## config.mk

```make
export PLATFORM = sky130hd
export DESIGN_NAME = misc_status_control_regs
export DESIGN_NICKNAME = d
export VERILOG_FILES = /design/src/logic/misc_regs_pkg.sv /design/src/logic/misc_status_control_regs.sv
export VERILOG_INCLUDE_DIRS = /design/src /design/src/logic
export SDC_FILE = /design/constraint.sdc
export NUM_CORES = 1
export LEC_CHECK = 0
export BUFFER_PORTS_ARGS = -buffer_cell sky130_fd_sc_hd__buf_2
export CORE_AREA = 2 2 189 191
export DETAILED_ROUTE_END_ITERATION = 7
export DIE_AREA = 0 0 191 193
export GPL_TIMING_DRIVEN = 0
export PLACE_DENSITY = 0.65
export RECOVER_POWER = 100
export REMOVE_ABC_BUFFERS = 1
export SLEW_MARGIN = 20
export SYNTH_ARGS = -nofsm -noshare
export SYNTH_HDL_FRONTEND = slang
export SYNTH_SLANG_ARGS = --single-unit
```

## constraint.sdc

```tcl
create_clock -name pclk -period 3 [get_ports pclk]
set_input_delay 0.6 -clock pclk [delete_from_list [all_inputs] [get_ports pclk]]
set_output_delay 0.6 -clock pclk [all_outputs]
set_load 0.01 [all_outputs]
```

## src/logic/misc_regs_map.svh

```systemverilog
`ifndef MISC_REGS_MAP_SVH
`define MISC_REGS_MAP_SVH

`define ADDR_EXT_IRQ_MASK 32'h560000A4
`define ADDR_EXT_IRQ_PENDING 32'h560000A8
`define ADDR_PIN_LEVEL_STATUS 32'h560000AC
`define ADDR_PART_IDENTITY 32'h560000B0
`define ADDR_RESET_CAUSE 32'h560000B4
`define ADDR_SCRATCH_KEEP_A 32'h560000B8
`define ADDR_SCRATCH_KEEP_B 32'h560000BC
`define ADDR_PAD_STRENGTH_A 32'h560000C4
`define ADDR_PAD_STRENGTH_B 32'h560000C8

`define EXT_LO 4
`define EXT_HI 23
`define PEND_RST 20'h00000
`define MASK_RST 20'hFFFFF
`define CAUSE_POR 0
`define CAUSE_WAKE 1
`define CAUSE_WDT 2
`define CAUSE_RST 3'h1
`define SCRATCH_RST 32'h00000000
`define PAD_RST 32'h00000000
`define PAD_A_WMASK 32'h800003FF
`define PAD_B_WMASK 32'h3FFFFFFF
`define DRV_TOP_HI 4'hC
`define DRV_TOP_LO 4'hA
`define DRV_STEP 4'h2
`endif

```

## src/logic/misc_regs_pkg.sv

```systemverilog
package misc_regs_pkg;
  typedef struct packed {
    logic wait_input;
    logic flash_config_pin;
    logic flash_ready_busy;
    logic battery_fault_pin;
  } pin_level_s;
  typedef struct packed {
    logic strength_ctrl_disable_n;
    logic [20:0] rsvd;
    logic [1:0] addr_bus_strength;
    logic [3:0][1:0] data_lane_strength;
  } pad_a_s;
  typedef struct packed {
    logic [1:0] rsvd;
    logic [1:0] mem_clk1_strength;
    logic [1:0] mem_clk0_strength;
    logic [1:0] mem_clk_en_strength;
    logic [1:0] row_col_strobe_strength;
    logic [1:0] flash_ctrl_strength;
    logic [1:0] byte_en_strength;
    logic [1:0] wr_oe_strength;
    logic [7:0][1:0] chip_sel_strength;
  } pad_b_s;
  typedef struct packed {
    logic [3:0] addr_ma;
    logic [3:0][3:0] data_ma;
    logic [3:0] clk1_ma;
    logic [3:0] clk0_ma;
    logic [3:0] clk_en_ma;
    logic [3:0] row_col_ma;
    logic [3:0] flash_ctrl_ma;
    logic [3:0] byte_en_ma;
    logic [3:0] wr_oe_ma;
    logic [7:0][3:0] cs_ma;
  } pad_drive_s;
  typedef enum logic [3:0] {
    REG_NONE, REG_MASK, REG_PEND, REG_PINS, REG_IDENT,
    REG_CAUSE, REG_SCR_A, REG_SCR_B, REG_PAD_A, REG_PAD_B
  } reg_id_e;
endpackage : misc_regs_pkg

```

## src/logic/misc_status_control_regs.sv

```systemverilog
`timescale 1ns/1ps
`include "misc_regs_map.svh"
module misc_status_control_regs #(
  // Value is arbitrary
  parameter logic [31:0] ID_CODE = 32'h00000A01,
  parameter int PIN_SYNC_STAGES = 2
) (
  input wire logic pclk,
  input wire logic presetn,
  input wire logic por_n,
  input wire logic psel,
  input wire logic penable,
  input wire logic pwrite,
  input wire logic [31:0] paddr,
  input wire logic [31:0] pwdata,
  input wire logic [3:0] pstrb,
  output logic [31:0] prdata,
  output logic pready,
  output logic pslverr,
  input wire logic [`EXT_HI:`EXT_LO] ext_irq_event,
  input wire logic boot_watchdog,
  input wire logic boot_wakeup,
  input wire misc_regs_pkg::pin_level_s pins_async,
  output logic irq,
  output logic pad_ctrl_en,
  output misc_regs_pkg::pad_drive_s pad_drive
);

  localparam int PIN_W = $bits(misc_regs_pkg::pin_level_s);
  localparam int PIN_LAT = PIN_SYNC_STAGES;

  generate
    if (PIN_SYNC_STAGES < 2) begin : g_bad_sync
      $error("PIN_SYNC_STAGES must be at least 2");
    end
  endgenerate

  function automatic logic [31:0] strb_mask(input logic [3:0] strb);
    logic [31:0] m;
    m = '0;
    for (int b = 0; b < 4; b++) begin
      m[b*8 +: 8] = {8{strb[b]}};
    end
    return m;
  endfunction : strb_mask

  function automatic misc_regs_pkg::reg_id_e decode(input logic [31:0] a);
    case (a)
      `ADDR_EXT_IRQ_MASK: decode = misc_regs_pkg::REG_MASK;
      `ADDR_EXT_IRQ_PENDING: decode = misc_regs_pkg::REG_PEND;
      `ADDR_PIN_LEVEL_STATUS: decode = misc_regs_pkg::REG_PINS;
      `ADDR_PART_IDENTITY: decode = misc_regs_pkg::REG_IDENT;
      `ADDR_RESET_CAUSE: decode = misc_regs_pkg::REG_CAUSE;
      `ADDR_SCRATCH_KEEP_A: decode = misc_regs_pkg::REG_SCR_A;
      `ADDR_SCRATCH_KEEP_B: decode = misc_regs_pkg::REG_SCR_B;
      `ADDR_PAD_STRENGTH_A: decode = misc_regs_pkg::REG_PAD_A;
      `ADDR_PAD_STRENGTH_B: decode = misc_regs_pkg::REG_PAD_B;
      default: decode = misc_regs_pkg::REG_NONE;
    endcase
  endfunction : decode

  // Strongest at 00, then one step weaker per rank 10, 01, 11
  function automatic logic [3:0] drive_ma(input logic [1:0] code,
                                          input logic [3:0] top);
    case (code)
      2'b00: drive_ma = top;
      2'b10: drive_ma = top - `DRV_STEP;
      2'b01: drive_ma = top - `DRV_STEP - `DRV_STEP;
      default: drive_ma = top - `DRV_STEP - `DRV_STEP - `DRV_STEP;
    endcase
  endfunction : drive_ma

  misc_regs_pkg::reg_id_e sel;
  logic setup_rd;
  logic wr_en;
  logic [31:0] wm;
  logic [31:0] wdata_m;
  logic [`EXT_HI:`EXT_LO] pend_reg;
  logic [`EXT_HI:`EXT_LO] mask_reg;
  logic [`EXT_HI:`EXT_LO] pend_clr;
  logic [31:0] pend_word;
  logic [31:0] mask_word;
  logic [PIN_SYNC_STAGES-1:0][PIN_W-1:0] pin_sync_reg;
  logic [`CAUSE_WDT:`CAUSE_POR] cause_reg;
  logic [`CAUSE_WDT:`CAUSE_POR] cause_set;
  logic [`CAUSE_WDT:`CAUSE_POR] cause_clr;
  logic boot_done_reg;
  logic [31:0] scratch_a_reg;
  logic [31:0] scratch_b_reg;
  logic [31:0] pad_a_reg;
  logic [31:0] pad_b_reg;
  misc_regs_pkg::pad_a_s pad_a_f;
  misc_regs_pkg::pad_b_s pad_b_f;
  misc_regs_pkg::pad_drive_s drive_next;
  logic [31:0] rd_data;
  logic [31:0] prdata_reg;

  // Bus decode and zero-wait answer
  assign sel = decode(paddr);
  assign setup_rd = psel & ~penable & ~pwrite;
  assign wr_en = psel & penable & pwrite;
  assign wm = strb_mask(pstrb);
  assign wdata_m = pwdata & wm;
  assign pready = 1'b1;
  assign pslverr = psel & penable & (sel == misc_regs_pkg::REG_NONE);
  assign prdata = prdata_reg;

  // External interrupt pending and mask
  always_comb begin
    pend_clr = '0;
    if (wr_en && sel == misc_regs_pkg::REG_PEND) begin
      pend_clr = wdata_m[`EXT_HI:`EXT_LO];
    end
  end

  // A new event wins over a clearing write in the same cycle
  always_ff @(posedge pclk or negedge presetn) begin
    if (!presetn) begin
      pend_reg <= `PEND_RST;
    end else begin
      pend_reg <= (pend_reg & ~pend_clr) | ext_irq_event;
    end
  end

  always_ff @(posedge pclk or negedge presetn) begin
    if (!presetn) begin
      mask_reg <= `MASK_RST;
    end else if (wr_en && sel == misc_regs_pkg::REG_MASK) begin
      mask_reg <= (mask_reg & ~wm[`EXT_HI:`EXT_LO]) |
                  wdata_m[`EXT_HI:`EXT_LO];
    end
  end

  always_comb begin
    pend_word = '0;
    mask_word = '0;
    pend_word[`EXT_HI:`EXT_LO] = pend_reg;
    mask_word[`EXT_HI:`EXT_LO] = mask_reg;
  end

  assign irq = |(pend_reg & ~mask_reg);

  // Pins are asynchronous; only the last stage is read
  always_ff @(posedge pclk or negedge presetn) begin
    if (!presetn) begin
      pin_sync_reg <= '0;
    end else begin
      pin_sync_reg <= {pin_sync_reg[PIN_SYNC_STAGES-2:0], pins_async};
    end
  end

  // Reset cause: cause levels are caught at the first edge after release
  always_ff @(posedge pclk or negedge presetn) begin
    if (!presetn) begin
      boot_done_reg <= 1'b0;
    end else begin
      boot_done_reg <= 1'b1;
    end
  end

  always_comb begin
    cause_set = '0;
    cause_clr = '0;
    if (!boot_done_reg) begin
      cause_set[`CAUSE_WDT] = boot_watchdog;
      cause_set[`CAUSE_WAKE] = boot_wakeup;
    end
    if (wr_en && sel == misc_regs_pkg::REG_CAUSE) begin
      cause_clr = wdata_m[`CAUSE_WDT:`CAUSE_POR];
    end
  end

  // Held on power-on reset only, so a warm reset keeps the evidence
  always_ff @(posedge pclk or negedge por_n) begin
    if (!por_n) begin
      cause_reg <= `CAUSE_RST;
    end else begin
      cause_reg <= (cause_reg & ~cause_clr) | cause_set;
    end
  end

  // Scratch words survive every reset but power-on
  always_ff @(posedge pclk or negedge por_n) begin
    if (!por_n) begin
      scratch_a_reg <= `SCRATCH_RST;
    end else if (wr_en && sel == misc_regs_pkg::REG_SCR_A) begin
      scratch_a_reg <= (scratch_a_reg & ~wm) | wdata_m;
    end
  end

  always_ff @(posedge pclk or negedge por_n) begin
    if (!por_n) begin
      scratch_b_reg <= `SCRATCH_RST;
    end else if (wr_en && sel == misc_regs_pkg::REG_SCR_B) begin
      scratch_b_reg <= (scratch_b_reg & ~wm) | wdata_m;
    end
  end

  // Drive strength registers; reserved bits never store
  always_ff @(posedge pclk or negedge presetn) begin
    if (!presetn) begin
      pad_a_reg <= `PAD_RST;
    end else if (wr_en && sel == misc_regs_pkg::REG_PAD_A) begin
      pad_a_reg <= (pad_a_reg & ~wm) | (wdata_m & `PAD_A_WMASK);
    end
  end

  always_ff @(posedge pclk or negedge presetn) begin
    if (!presetn) begin
      pad_b_reg <= `PAD_RST;
    end else if (wr_en && sel == misc_regs_pkg::REG_PAD_B) begin
      pad_b_reg <= (pad_b_reg & ~wm) | (wdata_m & `PAD_B_WMASK);
    end
  end

  assign pad_a_f = misc_regs_pkg::pad_a_s'(pad_a_reg);
  assign pad_b_f = misc_regs_pkg::pad_b_s'(pad_b_reg);

  // Codes not listed for a pad follow the same one-step ladder
  always_comb begin
    drive_next = '0;
    drive_next.addr_ma = drive_ma(pad_a_f.addr_bus_strength, `DRV_TOP_HI);
    for (int l = 0; l < 4; l++) begin
      drive_next.data_ma[l] = drive_ma(pad_a_f.data_lane_strength[l],
                                       `DRV_TOP_HI);
    end
    drive_next.clk1_ma = drive_ma(pad_b_f.mem_clk1_strength, `DRV_TOP_HI);
    drive_next.clk0_ma = drive_ma(pad_b_f.mem_clk0_strength, `DRV_TOP_HI);
    drive_next.clk_en_ma = drive_ma(pad_b_f.mem_clk_en_strength, `DRV_TOP_LO);
    drive_next.row_col_ma = drive_ma(pad_b_f.row_col_strobe_strength,
                                     `DRV_TOP_LO);
    drive_next.flash_ctrl_ma = drive_ma(pad_b_f.flash_ctrl_strength,
                                        `DRV_TOP_LO);
    drive_next.byte_en_ma = drive_ma(pad_b_f.byte_en_strength, `DRV_TOP_LO);
    drive_next.wr_oe_ma = drive_ma(pad_b_f.wr_oe_strength, `DRV_TOP_LO);
    for (int c = 0; c < 8; c++) begin
      drive_next.cs_ma[c] = drive_ma(pad_b_f.chip_sel_strength[c],
                                     `DRV_TOP_LO);
    end
  end

  always_ff @(posedge pclk or negedge presetn) begin
    if (!presetn) begin
      pad_drive <= '0;
      pad_ctrl_en <= 1'b0;
    end else begin
      pad_drive <= drive_next;
      pad_ctrl_en <= ~pad_a_f.strength_ctrl_disable_n;
    end
  end

  // Read data is registered in the setup cycle
  always_comb begin
    rd_data = '0;
    case (sel)
      misc_regs_pkg::REG_MASK: rd_data = mask_word;
      misc_regs_pkg::REG_PEND: rd_data = pend_word;
      misc_regs_pkg::REG_PINS: rd_data[PIN_W-1:0] = pin_sync_reg[PIN_SYNC_STAGES-1];
      misc_regs_pkg::REG_IDENT: rd_data = ID_CODE;
      misc_regs_pkg::REG_CAUSE: rd_data[`CAUSE_WDT:`CAUSE_POR] = cause_reg;
      misc_regs_pkg::REG_SCR_A: rd_data = scratch_a_reg;
      misc_regs_pkg::REG_SCR_B: rd_data = scratch_b_reg;
      misc_regs_pkg::REG_PAD_A: rd_data = pad_a_reg;
      misc_regs_pkg::REG_PAD_B: rd_data = pad_b_reg;
      default: rd_data = '0;
    endcase
  end

  always_ff @(posedge pclk or negedge presetn) begin
    if (!presetn) begin
      prdata_reg <= '0;
    end else if (setup_rd) begin
      prdata_reg <= rd_data;
    end
  end

  a_pend_event_set: assert property (@(posedge pclk) disable iff (!presetn)
    (ext_irq_event != '0) |=>
      ((pend_reg & $past(ext_irq_event)) == $past(ext_irq_event)))
    else $error("pending bit missed its event");

  a_pend_w1c_exact: assert property (@(posedge pclk) disable iff (!presetn)
    (wr_en && sel == misc_regs_pkg::REG_PEND && ext_irq_event == '0) |=>
      (pend_reg == ($past(pend_reg) & ~$past(pend_clr))))
    else $error("pending clear wrong");

  a_pend_low_zero: assert property (@(posedge pclk) disable iff (!presetn)
    (setup_rd && sel == misc_regs_pkg::REG_PEND) |=>
      (prdata[`EXT_LO-1:0] == '0) && (prdata[`EXT_HI:`EXT_LO] == $past(pend_reg)))
    else $error("pending read wrong");

  a_mask_blocks_irq: assert property (@(posedge pclk) disable iff (!presetn)
    ((pend_reg & ~mask_reg) == '0) |-> !irq)
    else $error("masked line raised irq");

  a_pin_level_path: assert property (@(posedge pclk) disable iff (!presetn)
    $past(presetn, PIN_LAT) |->
      (pin_sync_reg[PIN_SYNC_STAGES-1] == $past(pins_async, PIN_LAT)))
    else $error("pin level path wrong");

  a_cause_wdt_clear: assert property (@(posedge pclk)
    disable iff (!por_n || !presetn)
    (wr_en && sel == misc_regs_pkg::REG_CAUSE && boot_done_reg &&
     pwdata[`CAUSE_WDT] && pstrb[0]) |=> !cause_reg[`CAUSE_WDT])
    else $error("watchdog flag not cleared");

  a_cause_wake_set: assert property (@(posedge pclk) disable iff (!presetn)
    (!boot_done_reg && boot_wakeup) |=> cause_reg[`CAUSE_WAKE] ##1 boot_done_reg)
    else $error("wakeup cause not caught");

  a_cause_por_set: assert property (@(posedge pclk) disable iff (!por_n)
    !$past(por_n) |-> cause_reg[`CAUSE_POR])
    else $error("power-on flag not set");

  a_scratch_kept: assert property (@(posedge pclk) disable iff (!por_n)
    !presetn |=> $stable(scratch_a_reg) && $stable(scratch_b_reg))
    else $error("scratch lost on warm reset");

  a_strength_enable: assert property (@(posedge pclk) disable iff (!presetn)
    $changed(pad_a_f.strength_ctrl_disable_n) |=>
      (pad_ctrl_en == !$past(pad_a_f.strength_ctrl_disable_n)))
    else $error("strength enable wrong");

  a_clk1_decode: assert property (@(posedge pclk) disable iff (!presetn)
    (pad_b_f.mem_clk1_strength == 2'b01) |=> (pad_drive.clk1_ma == 4'h8))
    else $error("clock 1 strength decode wrong");

  a_cs5_decode: assert property (@(posedge pclk) disable iff (!presetn)
    (pad_b_f.chip_sel_strength[5] == 2'b11) |=> (pad_drive.cs_ma[5] == 4'h4))
    else $error("chip select 5 decode wrong");

  a_pad_after_reset: assert property (@(posedge pclk) disable iff (!presetn)
    !$past(presetn) |-> (pad_a_reg == '0) && (pad_b_reg == '0) ##1
      (pad_drive.addr_ma == 4'hC) && pad_ctrl_en)
    else $error("strength reset wrong");

  a_ident_read: assert property (@(posedge pclk) disable iff (!presetn)
    (setup_rd && sel == misc_regs_pkg::REG_IDENT) |=> (prdata == ID_CODE))
    else $error("identity read wrong");

  a_irq_unmasked: assert property (@(posedge pclk) disable iff (!presetn)
    ((pend_reg & ~mask_reg) != '0) |-> irq)
    else $error("unmasked pending line gave no irq");

  a_pend_no_spurious: assert property (@(posedge pclk) disable iff (!presetn)
    (ext_irq_event == '0) |=> ((pend_reg & ~$past(pend_reg)) == '0))
    else $error("pending bit rose without event");

  // A zero in the write word must keep a pending bit that is already set
  a_pend_zero_keeps: assert property (@(posedge pclk) disable iff (!presetn)
    (wr_en && sel == misc_regs_pkg::REG_PEND) |=>
      ((pend_reg & $past(pend_reg) & ~$past(pend_clr)) ==
       ($past(pend_reg) & ~$past(pend_clr))))
    else $error("pending bit lost on zero write");

  a_cause_hold: assert property (@(posedge pclk)
    disable iff (!por_n || !presetn)
    (boot_done_reg && !(wr_en && sel == misc_regs_pkg::REG_CAUSE)) |=>
      (cause_reg == $past(cause_reg)))
    else $error("reset cause changed without a write");

  a_pad_a_store: assert property (@(posedge pclk) disable iff (!presetn)
    (wr_en && sel == misc_regs_pkg::REG_PAD_A && pstrb == 4'hF) |=>
      (pad_a_reg == ($past(pwdata) & `PAD_A_WMASK)))
    else $error("strength word A stored wrong");

  a_addr_decode: assert property (@(posedge pclk) disable iff (!presetn)
    (pad_a_f.addr_bus_strength == 2'b00) |=> (pad_drive.addr_ma == 4'hC))
    else $error("address strength decode wrong");

  a_clk0_decode: assert property (@(posedge pclk) disable iff (!presetn)
    (pad_b_f.mem_clk0_strength == 2'b11) |=> (pad_drive.clk0_ma == 4'h6))
    else $error("clock 0 strength decode wrong");

  a_ctl_decode: assert property (@(posedge pclk) disable iff (!presetn)
    (pad_b_f.wr_oe_strength == 2'b11) |=> (pad_drive.wr_oe_ma == 4'h4))
    else $error("write enable strength decode wrong");

endmodule : misc_status_control_regs

```

==> flow_summary_export.csv, run 1 <==
group,metric,value,unit
layout,seqCellArea,6858,sq um
global_routing,grt_pass1_wl,53.58,mm
timing,hold_viol_final,0,
clocking,cts-root-buf,"clkbuf_16",
power_and_ir_drop,report.power.total,0.007290,W
route,drt-total-wl,35.67,mm
global_routing,grt_use_met3,4.561,%
route,avgRoutedWirePerCell,20.74,um
timing,slew_violations,0,
setup_path,cp.arrival,3330,ps
yosys,synth_top_area_share,52.55,%
setup_path,r2r_slack,1490,ps
yosys,synth_top_family_by_area,"compound AO/OA/AOI/OAI gates",
route,antenna_left,0,
yosys,synth_enable_flop_cells,0,
layout,nets,1346,
min_path,hold_path_class,"in -> reg",
timing,fin_ws,95.65,ps
power_and_ir_drop,power_density,510.8,nW/um^2
layout,drive_above_1_share,25.52,%
clocking,clkTransAtPathRegs,60,ps
placement,portBuffers,194,
run_status,run_status,"finished, final reports clean",
global_routing,busiest_layer,"met2",
clocking,clockBufferDepth,3,
route,vias,8998,
die,core-area,34960,sq um
yosys,synth_ff_type,"dfrtp_1",
clocking,cts_tree,"yes",
job,cap_violations,0,
yosys,ys_seq_area_share,57.15,%
setup_path,start_kind,"input port",
clocking,clock_sinks,273,
timing,setup_viol,0,
yosys,yosys.area.top_type,"dfrtp_1",
placement,dp_hpwl,24.75,mm
global_routing,grt_pass1_vias,8788,
timing,whs,170.6,ps
timing,max_slew_margin,0.3253,%
placement,finalWeightedCongestion,0.8440,
yosys,synth-compound-area-share,13.66,%
yosys,avgSynthCellArea,11.46,sq um
yosys,yosys.cell_count.top_type,"dfrtp_1",
route,vias_per_cell,5.231,
power_and_ir_drop,power.leakage,6.374,nW
route,dr.pass1.iters,5,
min_path,holdPathEnd,"pin_sync_reg[2]",
yosys,synth_area,12000,sq um
timing,rsz0062_at_grt,"false",
setup_path,endpoint_kind,"register",
yosys,synthAdderAreaFrac,1.460,%
yosys,syn-instance-count,1047,
global_routing,grt_max_degree,92,
yosys,ys_ff_latch,273,
die,dieWidth,191,um
timing,clock_skew,6.243,ps
timing,min_period,2904,ps
global_routing,grt_antenna_before_repair,9,
power_and_ir_drop,peakVddDrop,0.3824,mV
die,rows,69,
min_path,hold_depth,1,
yosys,synthMuxAreaShare,10.05,%
yosys,synthTopCellsByCount,"dfrtp_1, nand2_1, mux2_2",
setup_path,crit_fanout,20,
placement,place_ws,-858.0,ps
yosys,yosys.area_share.simple,12.11,%
yosys,post_synth_num_cell_types,67,
setup_path,reg2regPathDepth,5,
setup_path,reg2reg_to,"prdata[1]",
yosys,yosysWarningCount,0,
yosys,synthArstFlopShare,100.0,%
timing,max_freq,344.3,MHz
clocking,clk_latency,540,ps
die,initial_utilization,34.32,%
global_routing,gr-usage-met2,31.19,%
layout,multi_input_area,4601,sq um
layout,syn_to_final_growth,18.93,%
timing,tightest_slew,1495,ps
die,ios,216,
yosys,netlist_top_cells_area,"dfrtp_1, mux2_2, dfstp_2, nand2_1, a21oi_1",
clocking,h-tree-depth,1,
global_routing,grt_use_met1,25.28,%
route,drc,0,
global_routing,track_usage,19.11,%
min_path,hp-start,"pins_async[2]",
timing,fin_crit_sh,96.81,%
setup_path,cp.required,3420,ps
route,first_iter_violations,691,
setup_path,crit_type,"in -> reg",
die,fp.dieArea,36860,sq um
die,dieHeight,193,um
global_routing,overflow,0,
yosys,synth-xor-area-share,0,%
layout,final.fill_count,3449,
clocking,numCtsBuffers,29,
worst max-delay path, stage by stage:
cell and delay [ps]:
buf_2 190, nor2b_1 690, nand3_2 630, nand2_1 430, nor3_4 130, nand3_2 270, mux2_2 380
per-layer routing:
metal	part of all wire, %	routed length (um)	vias to the layer above
li1	-	-	4060
met1	42	15020	4502
met2	47	16870	363
met3	7.7	2747	65
met4	2.8	987	8
met5	0.12	44	-
metrics by stage:
step	cells	setup TNS, ps	area (sq um)	utilization (%)
CTS	1708	-11.29	14390	41.15
finish	1720	0	14270	40.82
floorplan	983	-115230	11650	-
detailed placement	1650	-79450	13480	38.55
global route	1718	0	14270	40.81
global placement	1638	-880400	13190	37.73
where the power goes:
part	switching, W	internal, W
registers	0.00000407	0.00369
clock network	0.00142	0.00187
logic	0.000221	0.0000859
total	0.00164	0.00565
repair_timing:
item / in CTS / in global routing
setup endpoints to repair: 68 / 4
gates resized for setup: 4 / 1
cloned: 2 / 0
hold endpoints to repair: 54 / 0
setup buffers: 1 / 7
pin swaps: 3 / 2
hold buffers: 2 / 0
cell type report:
class / instances / area share, %
Antenna cell: 5 / 0.08767
Multi-Input combinational cell: 650 / 32.23
Sequential cell: 273 / 48.05
Clock inverter: 5 / 0.2192
Inverter: 62 / 1.631
Tap cell: 461 / 4.041
Clock buffer: 48 / 5.795
Timing Repair Buffer: 216 / 7.943
cells by family after synthesis:
group / after synthesis
AO/OA/AOI/OAI: 247
adder cells (fa/ha/maj): 14
other: 2
buffers and inverters: 146
multiplexers: 108
flip-flops: 273
AND/OR/NAND/NOR: 257
how the worst max path moves through the flow:
stage | startpoint | endpoint | slack, ps | cells after the start
2_1_floorplan | paddr[1] | register | -1360 | 6
6_report | paddr[5] | register | 100 | 7
4_1_cts | paddr[12] | pslverr | -10 | 6
3_5_place_dp | paddr[27] | register | -860 | 7
5_1_grt | paddr[4] | register | 10 | 6
3_3_place_gp | paddr[1] | register | -3870 | 7
cell usage in the layout (no fill, tap or decap), types with 18 or more instances in the layout:
cell       synthesis  layout
a21oi_1           58      58
nand3_1           32      31
dfrtp_1          252     252
conb_1             2      22
buf_2             16      95
a222oi_1          18      18
dfstp_2           21      21
mux2_2           100     100
nor2b_1           28      27
nand2_1          115     112
clkbuf_1          38     114
a31oi_1           18      18
inv_1             62      62
o21ai_0           48      48
clkbuf_16          0      29
a21o_1            36      36
Note: power is estimated with default switching activity, not from simulation.
==> run 2, diff against run 1 <==
--- a/config.mk
+++ b/config.mk
@@ -7,14 +7,14 @@
 export NUM_CORES = 1
 export LEC_CHECK = 0
 export BUFFER_PORTS_ARGS = -buffer_cell sky130_fd_sc_hd__buf_2
-export CORE_AREA = 2 2 189 191
+export CORE_AREA = 2 2 180 200
 export DETAILED_ROUTE_END_ITERATION = 7
-export DIE_AREA = 0 0 191 193
+export DIE_AREA = 0 0 182 202
 export GPL_TIMING_DRIVEN = 0
 export PLACE_DENSITY = 0.65
 export RECOVER_POWER = 100
 export REMOVE_ABC_BUFFERS = 1
-export SLEW_MARGIN = 20
+export SLEW_MARGIN = 15
 export SYNTH_ARGS = -nofsm -noshare
 export SYNTH_HDL_FRONTEND = slang
 export SYNTH_SLANG_ARGS = --single-unit
==> flow_summary_export.csv, run 2 (synthesis gave the netlist of run 1 again) <==
group,metric,value,unit
run_status,run_status,"finished, violations left",
run_status,violations,"capacitance limit, slew limit",
global_routing,track_usage,18.82,%
setup_path,start_kind,"input port",
placement,portBuffers,194,
layout,layout_commonest_cell,"dfrtp_1",
timing,hold_viol_final,0,
global_routing,grt_pass1_wl,53.32,mm
route,drc,0,
layout,drive_above_1_share,26.16,%
route,dr.pass1.iters,6,
global_routing,grt_max_degree,101,
clocking,clk_latency,560,ps
die,dieHeight,202,um
min_path,hold_path_class,"in -> reg",
timing,max_freq,344.8,MHz
setup_path,cp.arrival,3350,ps
route,avgRoutedWirePerCell,20.67,um
setup_path,crit_buf_inv,1,
die,fp.dieArea,36760,sq um
clocking,numCtsBuffers,29,
timing,max_slew_margin,-7.429,%
setup_path,crit_chain,"buf_2 > nor2b_2 > and3_2 > nand2_1 > nor2_1 > mux2_2",
power_and_ir_drop,p_comb_share,4.0,%
power_and_ir_drop,p_switching,0.001721,W
power_and_ir_drop,power_density,541.2,nW/um^2
job,cap_violations,1,
die,dieWidth,182,um
route,antenna_left,0,
placement,dp_hpwl,23.97,mm
global_routing,grt_pass1_vias,8894,
timing,tightest_slew,1611,ps
die,core-area,34770,sq um
setup_path,critical-path-max-stage-delay,720,ps
route,drt-total-wl,34.95,mm
setup_path,crit_family,"simple AND/OR/NAND/NOR gates",
placement,place_inst,1631,
layout,post-route-util,41.28,%
setup_path,crit_fanout,16,
setup_path,startpoint,"paddr[2]",
placement,place_ws,-1168,ps
power_and_ir_drop,seqPwrFrac,47.6,%
min_path,hp-start,"pins_async[1]",
setup_path,critPathSlowestCell,"nor2b_2",
clocking,clock_sinks,273,
power_and_ir_drop,peakVddDrop,0.4150,mV
clocking,cts_tree,"yes",
power_and_ir_drop,p_clk_share,48.4,%
clocking,h-tree-depth,1,
layout,final_cell_mix,"dfrtp_1, nand2_1, clkbuf_1",
power_and_ir_drop,p_int,0.006047,W
global_routing,grt_antenna_before_repair,3,
layout,layoutNonFillerInstCount,1691,
die,rows,72,
clocking,clkTransAtPathRegs,60,ps
timing,slew_violations,25,
power_and_ir_drop,power.leakage,6.464,nW
power_and_ir_drop,report.power.total,0.007769,W
setup_path,endpoint_kind,"register",
setup_path,cp.required,3450,ps
timing,fin_crit_sh,96.68,%
timing,min_period,2901,ps
layout,syn_to_final_growth,19.61,%
clocking,cts-root-buf,"clkbuf_16",
timing,clock_skew,8.829,ps
timing,setup_viol,0,
die,initial_utilization,34.51,%
setup_path,crit_type,"in -> reg",
placement,finalWeightedCongestion,0.8655,
route,vias,9041,
die,ios,216,
clocking,clockBufferDepth,3,
power_and_ir_drop,sw_frac_of_total,22.16,%
route,vias_per_cell,5.347,
timing,fin_ws,99.47,ps
route,first_iter_violations,999,
global_routing,overflow,0,
layout,nets,1339,
run 2: cell count changes in the layout (fill, tap and decap cells not counted), moves of 2 or more:
| cell | before | now |
|---|---|---|
| clkbuf_8 | 3 | 6 |
| bufinv_16 | 0 | 4 |
| buf_4 | 8 | 4 |
| clkbuf_4 | 2 | 0 |
| clkbuf_1 | 114 | 102 |
| diode_2 | 5 | 1 |
| buf_2 | 95 | 99 |
| nor3_4 | 3 | 6 |
| nor2b_2 | 0 | 2 |
| nor3_2 | 6 | 3 |
run 2: routing by layer:
| metal | up-vias | track usage (%) | wire (um) |
|---|---|---|---|
| met1 | 4509 | 25.40 | 14720 |
| li1 | 4041 | - | - |
| met2 | 426 | 30.44 | 16450 |
| met5 | - | 0 | 27 |
| met3 | 61 | 4.252 | 2969 |
| met4 | 4 | 5.415 | 782 |
run 2: area by class of cell:
cell class | instances | area, sq um
repair buffers | 209 | 1094
diodes | 1 | 2.502
well taps | 444 | 555.5
inverters | 62 | 232.7
multi-input cells | 650 | 4618
clock inverters | 10 | 158.9
fillers | 3363 | 20420
flip-flops and latches | 273 | 6858
clock buffers | 42 | 834.6
run 2: path summary, 6_finish.rpt:
kind                                                    to  slack (ps)  depth (start not counted)
worst max-delay path                              register         100                          6
worst min-delay path                       pin_sync_reg[1]         150                          1
worst max register to register                   prdata[1]        1420                          5
worst min register to register             pin_sync_reg[5]         350                          0
max in group asynchronous       asynchronous set/reset pin         790                          3
min in group asynchronous                     cause_reg[2]         880                          2
run 2: metrics by stage:
stage / instance area (sq um) / hold WS (ps) / setup TNS, ps
final: 14350 / 145.4 / 0
after floorplan: 11650 / 304.4 / -115230
after global routing: 14350 / 123.6 / -3.343
after CTS: 14430 / 117.0 / 0
after detailed placement: 13390 / 336.3 / -109430
after global placement: 13170 / 336.0 / -913580
run 2: repair_timing:
item / in CTS / in global routing
hold buffers: 2 / 0
gates resized for setup: 3 / 5
cloned: 1 / 1
pin swaps: 2 / 3
endpoints found under the hold margin: 44 / 0
buffers inserted: 1 / 1
endpoints found under the setup margin: 86 / 70
run 2: power by group through the flow:
stage | clock (W) | combinational, W | sequential (W)
2_1_floorplan | 0 | 0.0000709 | 0.00376
4_1_cts | 0.00385 | 0.000318 | 0.00369
3_5_place_dp | 0 | 0.000314 | 0.00376
3_3_place_gp | 0 | 0.000287 | 0.00376
5_1_grt | 0.00400 | 0.000346 | 0.00369
6_report | 0.00376 | 0.000313 | 0.00370
